<file path="config.mk">
export PLATFORM = sky130hd
export DESIGN_NAME = rxm_rx_mux
export DESIGN_NICKNAME = d
export VERILOG_FILES = /design/src/rxm_pkg.sv /design/src/rxm_rx_mux.sv
export SDC_FILE = /design/constraint.sdc
export NUM_CORES = 1
export LEC_CHECK = 0
export BUFFER_PORTS_ARGS = -buffer_cell sky130_fd_sc_hd__buf_2
export CAP_MARGIN = 20
export CORE_AREA = 2 2 411 413
export CTS_BUF_LIST = sky130_fd_sc_hd__clkbuf_8
export DETAILED_ROUTE_END_ITERATION = 8
export DIE_AREA = 0 0 413 415
export GPL_TIMING_DRIVEN = 0
export PLACE_DENSITY_LB_ADDON = 0.12
export SYNTH_ARGS = -nofsm -noshare
export SYNTH_HDL_FRONTEND = slang
export SYNTH_SLANG_ARGS = --single-unit
</file>
<file path="constraint.sdc">
create_clock -name aclk -period 3.2 [get_ports aclk]
set_input_delay 0.32 -clock aclk [delete_from_list [all_inputs] [get_ports aclk]]
set_output_delay 0.32 -clock aclk [all_outputs]
set_load 0.005 [all_outputs]
</file>
<file path="src/rxm_pkg.sv">
// Constants, types and register map of the receive core-to-fabric mux.
// Assumes a single 25 MHz register clock and inputs from other domains.
package rxm_pkg;

  // ==========================================================
  // Sizes
  localparam int NUM_CH = 8;
  localparam int CH_W = 40;
  localparam int WORD_W = 32;
  localparam int SLICE_W = 20;
  localparam int NUM_BUNDLES = 4;
  localparam int WIDE_W = 140;
  localparam int UP_LSB = 32;

  // ==========================================================
  // Bit positions of the fixed upper byte, relative to bit 32
  localparam int UP_PAIR_LOST = 7;
  localparam int UP_OCTET_LOST = 7;
  localparam int UP_WIDE_DISCARD = 7;
  localparam int UP_QUAD_LOST = 6;
  localparam int UP_DISCARD = 6;
  localparam int UP_BACKPRESSURE = 6;
  localparam int UP_WIDE_FIRST = 6;
  localparam int UP_FIRST = 5;
  localparam int UP_BEGIN_GOOD = 5;
  localparam int UP_FRAME = 4;
  localparam int UP_OOF = 3;
  localparam int UP_SPE = 2;
  localparam int UP_CELL_PERR = 1;
  localparam int UP_B1 = 0;

  // Channel indices AA..BD.
  localparam int CH_AD = 3;
  localparam int CH_BB = 5;

  // ==========================================================
  // Register map
  localparam int ADDR_W = 5;
  localparam logic [ADDR_W-1:0] OFF_MODE = 5'h00;
  localparam logic [ADDR_W-1:0] OFF_STATUS = 5'h04;
  localparam logic [ADDR_W-1:0] OFF_CLEAR = 5'h08;
  localparam logic [ADDR_W-1:0] OFF_ENABLE = 5'h0c;
  localparam logic [ADDR_W-1:0] OFF_STATE = 5'h10;
  localparam logic [1:0] RESP_OKAY = 2'h0;
  localparam logic [1:0] RESP_SLVERR = 2'h2;

  localparam int EV_W = 4;
  localparam int EV_ALIGN = 0;
  localparam int EV_B1 = 1;
  localparam int EV_CELL_PERR = 2;
  localparam int EV_DISCARD = 3;

  typedef enum logic [1:0] {
    RXM_SONET = 2'h0,
    RXM_TWO_LINK = 2'h1,
    RXM_EIGHT_LINK = 2'h2,
    RXM_IDLE = 2'h3
  } rxm_mode_type;

  localparam rxm_mode_type MODE_RESET = RXM_IDLE;

  // ==========================================================
  // Receive results coming from the core side
  typedef struct packed {
    logic [NUM_CH-1:0][WORD_W-1:0] sonet_rx_word;
    logic [NUM_CH-1:0] frame_pulse;
    logic [NUM_CH-1:0] out_of_frame;
    logic [NUM_CH-1:0] payload_envelope;
    logic [NUM_CH-1:0] section_parity_err;
    logic [NUM_BUNDLES-1:0][CH_W-1:0] two_link_bundle_data;
    logic [NUM_BUNDLES-1:0] bundle_cell_discard;
    logic [NUM_BUNDLES-1:0] bundle_cell_first_word;
    logic [NUM_BUNDLES-1:0] bundle_cell_parity_err;
    logic [NUM_BUNDLES-1:0] bundle_cell_begin_good;
    logic [WIDE_W-1:0] eight_link_bundle_data;
    logic wide_bundle_cell_discard;
    logic wide_bundle_cell_first_word;
    logic wide_bundle_cell_parity_err;
    logic wide_bundle_backpressure;
    logic [NUM_BUNDLES-1:0] pair_align_lost;
    logic [1:0] quad_align_lost;
    logic octet_align_lost;
  } rxm_core_in_type;

endpackage

</file>
<file path="src/rxm_rx_mux.sv">
// Receive multiplexer from the serial core onto eight 40-bit fabric buses,
// with an AXI4-Lite register slave and one level interrupt.
// Assumes core results and clocks are asynchronous to aclk.
`timescale 1ns/1ps
`default_nettype none

module rxm_rx_mux
  import rxm_pkg::*;
(
  input wire logic aclk,
  input wire logic aresetn,
  input wire rxm_core_in_type core_in,
  input wire logic [NUM_CH-1:0] serdes_rx_clock,
  input wire logic fifo_read_clock,
  output logic [NUM_CH-1:0] recovered_rx_clock,
  output logic [NUM_CH-1:0][CH_W-1:0] rx_channel_bus,
  output logic irq,
  input wire logic [ADDR_W-1:0] s_axi_awaddr,
  input wire logic s_axi_awvalid,
  output logic s_axi_awready,
  input wire logic [31:0] s_axi_wdata,
  input wire logic [3:0] s_axi_wstrb,
  input wire logic s_axi_wvalid,
  output logic s_axi_wready,
  output logic [1:0] s_axi_bresp,
  output logic s_axi_bvalid,
  input wire logic s_axi_bready,
  input wire logic [ADDR_W-1:0] s_axi_araddr,
  input wire logic s_axi_arvalid,
  output logic s_axi_arready,
  output logic [31:0] s_axi_rdata,
  output logic [1:0] s_axi_rresp,
  output logic s_axi_rvalid,
  input wire logic s_axi_rready
);

  // ==========================================================
  // Input synchronisers
  // The whole result set crosses on two flops. A multi-bit word can tear
  // across the crossing; it is only latched on a read clock edge that the
  // fabric keeps slow against aclk, so the word has settled by then.
  rxm_core_in_type in_meta;
  rxm_core_in_type in_sync;
  logic [NUM_CH-1:0] rclk_meta;
  logic [NUM_CH-1:0] rclk_sync;
  logic [1:0] rd_clk_sync;
  logic rd_clk_prev;

  always_ff @(posedge aclk) begin
    in_meta <= core_in;
    in_sync <= in_meta;
    rclk_meta <= serdes_rx_clock;
    rclk_sync <= rclk_meta;
    rd_clk_sync <= {rd_clk_sync[0], fifo_read_clock};
  end

  always_ff @(posedge aclk) begin
    if (!aresetn) begin
      rd_clk_prev <= 1'b0;
    end else begin
      rd_clk_prev <= rd_clk_sync[1];
    end
  end

  // The read clock from the fabric paces every update of the buses.
  wire rd_clk_rise = rd_clk_sync[1] & ~rd_clk_prev;

  // ==========================================================
  // Registers
  rxm_mode_type mode;
  logic [EV_W-1:0] status;
  logic [EV_W-1:0] enable;
  logic [NUM_BUNDLES+2:0] lost_prev;

  // ==========================================================
  // Per-channel mapping
  logic [NUM_CH-1:0][CH_W-1:0] next_bus;

  genvar ch;
  generate
    for (ch = 0; ch < NUM_CH; ch++) begin : g_ch
      localparam int BUN = ch / 2;
      localparam bit FIRST = (ch % 2) == 0;
      wire [7:0] upper;
      wire [WORD_W-1:0] two_word;
      wire [WORD_W-1:0] eight_word;
      wire [WORD_W-1:0] low_word;

      if (FIRST) begin : g_first
        assign two_word = {12'h000,
          in_sync.two_link_bundle_data[BUN][CH_W-1:SLICE_W]};
      end else begin : g_second
        assign two_word = {12'h000,
          in_sync.two_link_bundle_data[BUN][SLICE_W-1:0]};
      end

      if (ch == 0) begin : g_no_slice
        assign eight_word = 32'h0000_0000;
      end else begin : g_slice
        assign eight_word = {12'h000,
          in_sync.eight_link_bundle_data[(NUM_CH-ch)*SLICE_W-1 -: SLICE_W]};
      end

      assign low_word =
        (mode == RXM_SONET) ? in_sync.sonet_rx_word[ch] :
        (mode == RXM_TWO_LINK) ? two_word :
        (mode == RXM_EIGHT_LINK) ? eight_word :
        32'h0000_0000;

      // The upper byte is wired the same way in every mode.
      assign upper[UP_FRAME] = in_sync.frame_pulse[ch];
      assign upper[UP_OOF] = in_sync.out_of_frame[ch];
      assign upper[UP_SPE] = in_sync.payload_envelope[ch];
      assign upper[UP_B1] = in_sync.section_parity_err[ch];

      if (FIRST) begin : g_first_up
        assign upper[UP_PAIR_LOST] = in_sync.pair_align_lost[BUN];
        assign upper[UP_DISCARD] = in_sync.bundle_cell_discard[BUN];
        assign upper[UP_FIRST] = in_sync.bundle_cell_first_word[BUN];
        assign upper[UP_CELL_PERR] =
          in_sync.bundle_cell_parity_err[BUN];
      end else begin : g_second_up
        assign upper[UP_BEGIN_GOOD] =
          in_sync.bundle_cell_begin_good[BUN];
        if (ch == CH_AD) begin : g_wide
          assign upper[UP_WIDE_DISCARD] = in_sync.wide_bundle_cell_discard;
          assign upper[UP_WIDE_FIRST] = in_sync.wide_bundle_cell_first_word;
          assign upper[UP_CELL_PERR] =
            in_sync.wide_bundle_cell_parity_err;
        end else if (ch == CH_BB) begin : g_octet
          assign upper[UP_OCTET_LOST] = in_sync.octet_align_lost;
          assign upper[UP_BACKPRESSURE] = in_sync.wide_bundle_backpressure;
          assign upper[UP_CELL_PERR] = 1'b0;
        end else begin : g_quad
          assign upper[UP_PAIR_LOST] = 1'b0;
          assign upper[UP_QUAD_LOST] = in_sync.quad_align_lost[BUN/2];
          assign upper[UP_CELL_PERR] = 1'b0;
        end
      end

      assign next_bus[ch] = {upper, low_word};
    end
  endgenerate

  // Outputs are registered so the fabric sees no glitching mux.
  always_ff @(posedge aclk) begin
    if (!aresetn) begin
      rx_channel_bus <= '0;
    end else if (rd_clk_rise) begin
      rx_channel_bus <= next_bus;
    end
  end

  // ==========================================================
  // Recovered clocks
  // Forwarded through the synchronisers; the copy is only as fine as
  // aclk resolves it, so a fast clock arrives aliased.
  always_ff @(posedge aclk) begin
    if (!aresetn) begin
      recovered_rx_clock <= '0;
    end else begin
      recovered_rx_clock <= rclk_sync;
    end
  end

  // ==========================================================
  // Events
  wire [NUM_BUNDLES+2:0] lost_now = {in_sync.octet_align_lost,
    in_sync.quad_align_lost, in_sync.pair_align_lost};
  wire [EV_W-1:0] events;
  assign events[EV_ALIGN] = |(lost_now & ~lost_prev);
  assign events[EV_B1] = |in_sync.section_parity_err;
  assign events[EV_CELL_PERR] = (|in_sync.bundle_cell_parity_err) |
    in_sync.wide_bundle_cell_parity_err;
  assign events[EV_DISCARD] = (|in_sync.bundle_cell_discard) |
    in_sync.wide_bundle_cell_discard;

  // ==========================================================
  // AXI4-Lite write path
  logic aw_held;
  logic w_held;
  logic [ADDR_W-1:0] aw_addr;
  logic [31:0] w_data;
  logic [3:0] w_strb;

  assign s_axi_awready = ~aw_held & ~s_axi_bvalid;
  assign s_axi_wready = ~w_held & ~s_axi_bvalid;
  wire aw_take = s_axi_awvalid & s_axi_awready;
  wire w_take = s_axi_wvalid & s_axi_wready;
  wire aw_have = aw_held | aw_take;
  wire w_have = w_held | w_take;
  wire wr_fire = aw_have & w_have & ~s_axi_bvalid;
  wire [ADDR_W-1:0] wr_addr = aw_held ? aw_addr : s_axi_awaddr;
  wire [31:0] wr_data = w_held ? w_data : s_axi_wdata;
  wire [3:0] wr_strb = w_held ? w_strb : s_axi_wstrb;
  wire wr_mode = wr_fire & (wr_addr == OFF_MODE) & wr_strb[0];
  wire wr_clear = wr_fire & (wr_addr == OFF_CLEAR) & wr_strb[0];
  wire wr_enable = wr_fire & (wr_addr == OFF_ENABLE) & wr_strb[0];
  wire wr_known = (wr_addr == OFF_MODE) | (wr_addr == OFF_CLEAR) |
    (wr_addr == OFF_ENABLE);

  always_ff @(posedge aclk) begin
    if (!aresetn) begin
      aw_held <= 1'b0;
      w_held <= 1'b0;
      aw_addr <= '0;
      w_data <= '0;
      w_strb <= '0;
      s_axi_bvalid <= 1'b0;
      s_axi_bresp <= RESP_OKAY;
    end else begin
      if (wr_fire) begin
        aw_held <= 1'b0;
        w_held <= 1'b0;
        s_axi_bvalid <= 1'b1;
        s_axi_bresp <= wr_known ? RESP_OKAY : RESP_SLVERR;
      end else begin
        if (aw_take) begin
          aw_held <= 1'b1;
          aw_addr <= s_axi_awaddr;
        end
        if (w_take) begin
          w_held <= 1'b1;
          w_data <= s_axi_wdata;
          w_strb <= s_axi_wstrb;
        end
        if (s_axi_bvalid && s_axi_bready) begin
          s_axi_bvalid <= 1'b0;
        end
      end
    end
  end

  // ==========================================================
  // Control and interrupt registers
  // A new event in the cycle of a clear keeps its bit set.
  always_ff @(posedge aclk) begin
    if (!aresetn) begin
      mode <= MODE_RESET;
      enable <= '0;
      status <= '0;
      lost_prev <= '0;
    end else begin
      lost_prev <= lost_now;
      if (wr_mode) begin
        mode <= rxm_mode_type'(wr_data[1:0]);
      end
      if (wr_enable) begin
        enable <= wr_data[EV_W-1:0];
      end
      status <= (status & ~(wr_clear ? wr_data[EV_W-1:0] : '0)) | events;
    end
  end

  assign irq = |(status & enable);

  // ==========================================================
  // AXI4-Lite read path
  wire [31:0] rd_word =
    (s_axi_araddr == OFF_MODE) ? {30'h0, mode} :
    (s_axi_araddr == OFF_STATUS) ? {28'h0, status} :
    (s_axi_araddr == OFF_ENABLE) ? {28'h0, enable} :
    (s_axi_araddr == OFF_STATE) ? {25'h0, lost_now} :
    32'h0000_0000;
  wire rd_known = (s_axi_araddr == OFF_MODE) |
    (s_axi_araddr == OFF_STATUS) | (s_axi_araddr == OFF_CLEAR) |
    (s_axi_araddr == OFF_ENABLE) | (s_axi_araddr == OFF_STATE);

  assign s_axi_arready = ~s_axi_rvalid;

  always_ff @(posedge aclk) begin
    if (!aresetn) begin
      s_axi_rvalid <= 1'b0;
      s_axi_rdata <= '0;
      s_axi_rresp <= RESP_OKAY;
    end else if (s_axi_arvalid && s_axi_arready) begin
      s_axi_rvalid <= 1'b1;
      s_axi_rdata <= rd_word;
      s_axi_rresp <= rd_known ? RESP_OKAY : RESP_SLVERR;
    end else if (s_axi_rready) begin
      s_axi_rvalid <= 1'b0;
    end
  end

endmodule

`default_nettype wire

</file>
==> results of run 1 <==
## cells in the final DEF (no fill, tap or decap), types with 5 or more instances in the layout
| cell type | n |
|---|---|
| dlygate4sd3_1 | 1288 |
| a21oi_1 | 69 |
| mux2i_1 | 161 |
| inv_1 | 89 |
| and2_1 | 11 |
| nor2b_1 | 5 |
| conb_1 | 32 |
| clkinvlp_4 | 5 |
| a211oi_2 | 78 |
| clkbuf_1 | 62 |
| nor3_2 | 79 |
| buf_6 | 12 |
| clkinv_2 | 19 |
| bufinv_16 | 6 |
| nor2_1 | 430 |
| nand2_1 | 128 |
| a211oi_1 | 63 |
| diode_2 | 41 |
| mux2_2 | 22 |
| nor4_1 | 5 |
| buf_4 | 54 |
| buf_1 | 11 |
| nand2b_1 | 6 |
| clkbuf_8 | 368 |
| dfxtp_1 | 1612 |
| a22oi_1 | 121 |
| buf_2 | 1038 |
| nor3_1 | 70 |
## final timing paths
kind	startpoint	end	slack, ns
max reg2reg	mode[1]	rx_channel_bus[96]	0.15
min reg2reg	in_meta[179]	g_ch[1].two_word[12]	0.27
max	mode[1]	rx_channel_bus[96]	0.15
min	core_in[223]	in_meta[223]	0.14
## power groups by stage
stage	registers, uW	logic (uW)	clock network (uW)
detailed placement	21900	1750	0
finish	21400	3010	19000
CTS	21500	3050	19700
global route	21500	3280	20600
floorplan	21800	723	0
global placement	21900	1740	0
## critical path, stage by stage, from the launching register on
cell	delay (ns)
dfxtp_1	0.31
buf_4	0.28
buf_2	0.68
buf_1	0.81
nor2_1	0.15
a211oi_2	0.51
nor3_2	0.06
## what timing repair did
item | CTS | global route
hold buffers | 1288 | 0
endpoints found under the hold margin | 655 | 0
buffers inserted | 0 | 0
## metrics by stage
step	instance area (um2)	util, %	std cells
CTS	68100	40.9	8094
global route	68200	40.9	8125
finish	68200	40.9	8135
detailed placement	49500	29.7	6328
floorplan	41800	-	3144
global placement	49500	29.7	6328
## kinds of logic after synthesis
logic type | count (synthesis) | synth area share [%]
flip-flops | 1612 | 77.3
AO/OA/AOI/OAI | 355 | 6.92
multiplexers | 185 | 4.52
buffers and inverters | 209 | 2.76
other | 1 | 0.00899
AND/OR/NAND/NOR | 751 | 8.46
## layer usage
metal	wire length (um)	up-vias	part of all wire, %
li1	-	15607	-
met1	61600	14747	40
met2	74600	1076	48
met3	12200	379	7.8
met4	6990	44	4.5
met5	268	-	0.17
## state kept, by name (all words and copies together) (netlist names), 8 cells and up
register            cells
in_meta               615
rclk_meta               8
g_ch.two_word         160
g_ch.upper             59
recovered_rx_clock      8
rx_channel_bus        315
g_ch.eight_word       140
in_sync               256
rclk_sync               8
## layout make-up
cell class	count	share of cell area (%)
Multi-Input combinational cell	1323	12.3
Clock inverter	110	0.921
Antenna cell	41	0.150
Buffer	197	1.62
Sequential cell	1612	47.3
Tap cell	2204	4.04
Inverter	12	0.0661
Timing Repair Buffer	2268	26.1
Clock buffer	368	7.43
==> results.cfg, run 1 <==
[status]
status = complete, no violations

[synth]
yosysMostFrequentCell = dfxtp_1
async_reset_ff_share_pct = 0
seq_area_frac_synth_pct = 77.3
syn_area_per_cell_um2 = 13.4
synth_cell_types = 47
synth_area_leader_cell = dfxtp_1
synth_top_area_share_pct = 77.3
ys_top_cells_by_area = dfxtp_1 77%, nor2_1 3.9%, mux2i_1 3.9%
synth_seq_cells = 1612
synthFlopType = dfxtp_1
ys.warnings.count = 0
synth_edf_count = 0
synth_common_cells = 1612 x dfxtp_1, 430 x nor2_1, 161 x mux2i_1
synth_area_mm2 = 0.0417
synthCells = 3113

[timing]
fin_tns_setup_ns = 0
period_share_pct = 95.3
setup_viol = 0
finalHoldViolations = 0
relSlewSlack_pct = 29.9
tightest_slew_ns = 1.05
fin_skew_ns = 0.0694
slew_viol_final = 0
rsz0062_at_grt = no
fmax_mhz = 328
hold_ws_ns = 0.135
finalWorstSetupSlack_ns = 0.152
period_minus_slack_ns = 3.05

[worst_hold_path]
min_path_type = input pin to flop
holdPathStages = 2

[global_routing]
grt_pass1_vias = 33466
overflow = 0
grt.met3_usage_pct = 6.14
grt_usage_pct = 17.8
grt_busiest_layer = met2
antenna_found_initial = 60
grtUsageMet1_pct = 19.7
grt_max_degree = 17
grt_pass1_wl_mm = 221
use_met2_pct = 30.1

[finish]
drive_gt1_share_pct = 28.7
num-fill-cells = 16372
area_growth_syn_to_layout_pct = 63.4
multi_input_area_mm2 = 0.00842
register_area_mm2 = 0.0323
nets = 6385

[placement]
dpl_worst_slack_ns = 0.0737
gp_congestion = 0.792
dpl.hpwl_mm = 112
io_buffers = 980

[power_and_ir_drop]
swShare_pct = 22.6
combPwrFrac_pct = 6.9
leakage_uw = 0.0308
switchingPower_uw = 9840
finalPower_uw = 43400
p_clk_share_pct = 43.7
peakVddDrop_uv = 444
power_frac_seq_pct = 49.4
p_int_uw = 33600
powerDensity_mw_per_mm2 = 637

[critical_path]
r2r_cells = 6
arrival_ns = 3.85
worstPathRequired_ns = 4.00
endpoint_kind = flop
cp-start-kind = flop
cp_max_fo = 11
path_class = flop to flop

[clocking]
cts_resized = 0
tritoncts = done
clock-sinks = 1612
clock_latency_ns = 1.02
clk_path_buf_depth = 4
path_clk_slew_ns = 0.06
cts-htree-levels = 5
numCtsBuffers = 294
root_buffer = clkbuf_8

[route]
drc = 0
wl_per_cell_um = 19.1
drtAntennaViolNets = 0
routed_wl_mm = 156
vias = 31853
avgViaCountPerCell = 3.92
drt-initial-drc-count = 1021
firstDrtPassIters = 4

[floorplan]
die-width_um = 413
dieArea_mm2 = 0.171
ios = 1047
chipHeight_um = 415
rows = 150
core_region_area_mm2 = 0.167
start_util_pct = 25.0

[run]
cap_violations = 0
No activity file was read; power rests on OpenSTA's default activity.
==> run 2, diff against run 1 <==
--- a/config.mk
+++ b/config.mk
@@ -5,14 +5,16 @@
 export SDC_FILE = /design/constraint.sdc
 export NUM_CORES = 1
 export LEC_CHECK = 0
+export ABC_AREA = 1
 export BUFFER_PORTS_ARGS = -buffer_cell sky130_fd_sc_hd__buf_2
 export CAP_MARGIN = 20
-export CORE_AREA = 2 2 411 413
+export CORE_AREA = 2 2 412 414
 export CTS_BUF_LIST = sky130_fd_sc_hd__clkbuf_8
 export DETAILED_ROUTE_END_ITERATION = 8
-export DIE_AREA = 0 0 413 415
+export DIE_AREA = 0 0 414 416
 export GPL_TIMING_DRIVEN = 0
 export PLACE_DENSITY_LB_ADDON = 0.12
+export RECOVER_POWER = 100
 export SYNTH_ARGS = -nofsm -noshare
 export SYNTH_HDL_FRONTEND = slang
 export SYNTH_SLANG_ARGS = --single-unit
==> run 2 against run 1 <==
Net effect:
- utilization shrank 1.5 points
- sequential power is essentially flat
- clock-buffer cell count grew 8
- cell count grew 2.8%
- highest routed layer unchanged
- global-route usage shrank 0.51 points
- synthesized cell count grew 5.9%
==> results.cfg, run 2 <==
[finish]
largest_reg_flops = 615
layoutNonFillerInstCount = 8359
final_util_pct = 39.4
drive_gt1_share_pct = 19.2
mostFrequentLayoutCells = 1612 x dfxtp_1, 1295 x dlygate4sd3_1, 706 x buf_2
top_register = in_meta
reg_top3 = in_meta (615), rx_channel_bus (315), in_sync (256)
mostFrequentLayoutCell = dfxtp_1
area_growth_syn_to_layout_pct = 66.0
nets = 6586

[power_and_ir_drop]
leakage_uw = 0.0278
peakVddDrop_uv = 421
powerDensity_mw_per_mm2 = 657
finalPower_uw = 43600

[floorplan]
core_region_area_mm2 = 0.168
rows = 151
dieArea_mm2 = 0.172
chipHeight_um = 416
die-width_um = 414
start_util_pct = 23.8
ios = 1047

[timing]
period_minus_slack_ns = 2.93
slew_viol_final = 0
finalHoldViolations = 0
fmax_mhz = 342
period_share_pct = 91.5
setup_viol = 0
fin_tns_setup_ns = 0
rsz0062_at_grt = no
hold_ws_ns = 0.137
fin_skew_ns = 0.0760
tightest_slew_ns = 1.20
relSlewSlack_pct = 19.7

[clocking]
cts_resized = 0
root_buffer = clkbuf_8
numCtsBuffers = 298
path_clk_slew_ns = 0.06
cts-htree-levels = 5
clk_path_buf_depth = 4
clock_latency_ns = 1.03
clock-sinks = 1612
tritoncts = done

[critical_path]
endpoint_kind = flop
r2r_end = rx_channel_bus[215]
reg2reg_slack_ns = 0.37
reg2reg_from = mode[0]
worstPathRequired_ns = 4.14
cp_max_fo = 7
arrival_ns = 3.87
path_class = input pin to flop
cp-start-kind = input pin
r2r_cells = 5

[route]
avgViaCountPerCell = 3.87
firstDrtPassIters = 5
wl_per_cell_um = 18.2
vias = 32313
drtAntennaViolNets = 0
drc = 0
drt-initial-drc-count = 1172
routed_wl_mm = 152

[synth]
yosys.area_share.simple_pct = 7.81
synth-xor-area-share_pct = 0
yosysMostFrequentCell = dfxtp_1
async_reset_ff_share_pct = 0
seq_area_frac_synth_pct = 80.8
ys_top_cells_by_area = dfxtp_1 81%, nand2_1 6.3%, o21ai_0 2.8%
synth_compound_area_share_pct = 8.52
synth_cell_types = 27
synthCells = 3297
syn_area_per_cell_um2 = 12.1
synthFlopType = dfxtp_1
synth_common_cells = 1612 x dfxtp_1, 667 x nand2_1, 226 x o21ai_0
synth_area_leader_cell = dfxtp_1
ys.warnings.count = 0
synth_top_area_share_pct = 80.8
synth_top_family_by_area = compound AO/OA/AOI/OAI gates
synth_area_mm2 = 0.0399
synthMuxAreaShare_pct = 0
synth_seq_cells = 1612
yosys.area_share.adder_pct = 0
synth_edf_count = 0

[worst_hold_path]
holdPathStages = 2
min_path_type = input pin to flop
hold_end = in_meta[61]
hp-start = core_in[61]

[global_routing]
antenna_found_initial = 51
grt_usage_pct = 17.3
overflow = 0
grt_pass1_vias = 33639
grt_max_degree = 17
grt_pass1_wl_mm = 217

[placement]
dpl.hpwl_mm = 107
gp_congestion = 0.805
io_buffers = 982
dp_cells = 6531

[status]
status = complete, no violations

[run]
cap_violations = 0
-- run 2: changes by cell type after synthesis, sizes merged, moves of 23 or more --
cell,previous run,this run
a31oi,2,111
buf,135,86
a41oi,0,51
a211oi,141,2
clkbuf,62,105
a22oi,121,0
inv,12,63
mux2,23,0
a21oi,69,219
nor2,430,126
o21ai,3,226
nand2,128,667
mux2i,162,0
nor3,149,5
-- run 2: cell type report --
type / instances / area [um2]
Fill cell: 16843 / 102000
Antenna cell: 31 / 77.6
Sequential cell: 1612 / 32300
Timing Repair Buffer: 2281 / 17600
Clock inverter: 125 / 676
Buffer: 191 / 891
Tap cell: 2218 / 2780
Multi-Input combinational cell: 1461 / 6640
Inverter: 64 / 240
Clock buffer: 376 / 5170
-- run 2: where the power goes --
part | total, uW | switching, uW | leakage (uW) | internal, uW
registers | 21500 | 332 | 0.0135 | 21100
clock network | 19300 | 8400 | 0.00332 | 10900
logic | 2820 | 1190 | 0.0110 | 1640
-- run 2: critical path, cell delays in order --
cell and delay, ns:
dlygate4sd3_1 0.53, buf_2 0.12, nor2_1 0.12, dlygate4sd3_1 0.62, nand2_1 0.06, dlygate4sd3_1 0.57
nor2_1 0.45, nand2_1 0.19, nand2_1 0.11, o21ai_0 0.09, dlygate4sd3_1 0.56, a21oi_1 0.11
-- run 2: worst max-delay path by stage --
stage / slack [ns] / start / to
final: 0.27 / s_axi_araddr[0] / s_axi_rdata[1]
after global routing: 0.09 / rd_clk_sync[1] / rx_channel_bus[111]
after CTS: 0.20 / rd_clk_sync[1] / rx_channel_bus[103]
after detailed placement: 0.22 / rd_clk_sync[1] / rx_channel_bus[108]
after global placement: -0.11 / aresetn / rx_channel_bus[259]
after floorplan: 1.86 / rd_clk_sync[1] / rx_channel_bus[123]
-- run 2: kinds of logic (layout without fill, tap and decap cells) --
family,Yosys count,in the layout
buf+inv,255,3037
flops,1612,1612
simple gates,817,817
compound gates,612,612
other cells,1,63
-- run 2: routing by layer --
layer	vias up	part of all wire, %	GRT usage [%]
met1	14919	38	18.3
li1	16022	-	-
met3	319	6.9	5.67
met4	24	4.5	8.72
met5	-	0.099	0
met2	1029	50	30.6
-- run 2: repair_timing --
item,in CTS,in global routing
hold buffers,1295,0
hold endpoints to repair,659,0
buffers inserted,0,0
-- run 2: through the flow --
step | area (um2) | setup slack, ns
floorplan | 40100 | 1.86
global placement | 47700 | -0.114
detailed placement | 47800 | 0.222
CTS | 66600 | 0.204
global route | 66300 | 0.0896
finish | 66300 | 0.272
==> run 3, diff against run 2 <==
--- a/config.mk
+++ b/config.mk
@@ -9,10 +9,11 @@
 export BUFFER_PORTS_ARGS = -buffer_cell sky130_fd_sc_hd__buf_2
 export CAP_MARGIN = 20
 export CORE_AREA = 2 2 412 414
-export CTS_BUF_LIST = sky130_fd_sc_hd__clkbuf_8
+export CTS_BUF_LIST = sky130_fd_sc_hd__clkbuf_4 sky130_fd_sc_hd__clkbuf_8
 export DETAILED_ROUTE_END_ITERATION = 8
 export DIE_AREA = 0 0 414 416
 export GPL_TIMING_DRIVEN = 0
+export MAX_ROUTING_LAYER = met4
 export PLACE_DENSITY_LB_ADDON = 0.12
 export RECOVER_POWER = 100
 export SYNTH_ARGS = -nofsm -noshare
==> run 3 against run 2 <==
Net effect:
- via count grew 0.12%
- first-iteration DRC count shrank 4.0%
- critical path depth is the same
- clock skew shrank 0.0076 ns
- final area grew 0.60%
- sequential share of layout area shrank 0.29 points
- sequential power is essentially flat
- hold slack gained 0.0022 ns
- global-route usage grew 0.53 points
- wire length is essentially flat
- combinational power is essentially flat
- critical path type unchanged
- highest routed layer is now met4
==> results.cfg, run 3 (synthesized netlist as in run 2, its figures left out) <==
[status]
status = complete, no violations

[global_routing]
grt_max_degree = 17
grt_pass1_vias = 33766
grt_pass1_wl_mm = 217
antenna_found_initial = 77
grt_usage_pct = 17.8
overflow = 0

[finish]
top_register = in_meta
largest_reg_flops = 615
num-fill-cells = 16770
multi_input_area_mm2 = 0.00664
mostFrequentLayoutCells = 1612 x dfxtp_1, 1295 x dlygate4sd3_1, 705 x buf_2
nets = 6586
mostFrequentLayoutCell = dfxtp_1
design_area_mm2 = 0.0667
area_growth_syn_to_layout_pct = 67.0
final_util_pct = 39.7
register_area_mm2 = 0.0323
reg_top3 = in_meta (615), rx_channel_bus (315), in_sync (256)
drive_gt1_share_pct = 20.5

[critical_path]
arrival_ns = 3.87
cp_slowest_cell = dlygate4sd3_1
endpoint_kind = flop
slowest_delay_ns = 0.62
worstPathRequired_ns = 4.14
cp_max_fo = 7
crit_chain = dlygate4sd3_1, buf_2, nor2_1, dlygate4sd3_1, nand2_1, dlygate4sd3_1, nor2_1, nand2_1, nand2_1, o21ai_0, dlygate4sd3_1, a21oi_1
path_class = input pin to flop
cp-start-kind = input pin
crit_path_frequent_cell = dlygate4sd3_1

[route]
firstDrtPassIters = 5
drtAntennaViolNets = 0
avgViaCountPerCell = 3.85
drt-initial-drc-count = 1125
wl_per_cell_um = 18.1
drc = 0
vias = 32351
routed_wl_mm = 152

[floorplan]
start_util_pct = 23.8
rows = 151
die-width_um = 414
dieArea_mm2 = 0.172
core_region_area_mm2 = 0.168
chipHeight_um = 416
ios = 1047

[placement]
place_area_mm2 = 0.0478
gp_congestion = 0.816
io_buffers = 982
dpl_worst_slack_ns = 0.222
dpl.hpwl_mm = 107

[clocking]
numCtsBuffers = 298
cts_hold_buf = 1295
root_buffer = clkbuf_8
clock_latency_ns = 1.02
cts-htree-levels = 5
cts_setup_buffers = 0
clock-sinks = 1612
tritoncts = done
path_clk_slew_ns = 0.06
cts_resized = 0
clk_path_buf_depth = 4

[timing]
period_minus_slack_ns = 2.93
finalHoldViolations = 0
slew_viol_final = 0
setup_viol = 0
rsz0062_at_grt = no
fmax_mhz = 342
finalWorstSetupSlack_ns = 0.273
fin_skew_ns = 0.0684
period_share_pct = 91.5
relSlewSlack_pct = 13.8
tightest_slew_ns = 1.29
hold_ws_ns = 0.139

[power_and_ir_drop]
powerDensity_mw_per_mm2 = 667
finalPower_uw = 44500
peakVddDrop_uv = 417
leakage_uw = 0.0277

[run]
cap_violations = 0

[worst_hold_path]
min_path_type = input pin to flop
run 3: changes by cell type in the layout (fill, tap and decap cells not counted), sizes merged:
cell	delta
diode	+37
clkbuf	+82
buf	-1
inv	-81
run 3: final timing paths:
check / slack (ns) / startpoint / cells past startpoint / to
hold reg to reg: 0.28 / in_meta[608] / 0 / in_sync[608]
setup / recovery: 0.27 / s_axi_araddr[0] / 12 / s_axi_rdata[1]
setup reg to reg: 0.37 / aw_held / 9 / aw_addr[2]
hold / removal: 0.14 / core_in[61] / 2 / in_meta[61]
run 3: metrics by stage:
stage,TNS (ns),cells
finish,0,8396
global route,0,8391
CTS,0,8327
detailed placement,0,6531
global placement,-1.63,6528
floorplan,0,3328
run 3: cell type report:
cell class	instances	share of cell area, %
repair buffers	2281	26.4
diodes	68	0.255
plain buffers	191	1.34
flip-flops and latches	1612	48.4
well taps	2218	4.16
multi-input cells	1461	9.94
inverters	64	0.360
clock inverters	44	0.557
clock buffers	457	8.67
run 3: worst max-delay path, delay by kind of cell:
family / cells / cell delay (ns)
AO/OA/AOI/OAI: 2 / 0.20
buffers and inverters: 5 / 2.40
AND/OR/NAND/NOR: 5 / 0.94
run 3: per-layer routing:
metal  routed length [um]  global-route usage (%)  vias to the layer above
met5                    0                       -                        -
met4                 6890                    8.85                        0
met3                10800                    5.81                      324
met2                76200                    30.5                     1045
met1                58100                    18.3                    14911
li1                     -                       -                    16071
run 3: report_power, final:
group	leakage, uW	internal [uW]	switching (uW)
logic	0.0109	1640	1180
registers	0.0135	21100	332
clock network	0.00327	11800	8390
total	0.0277	34600	9910
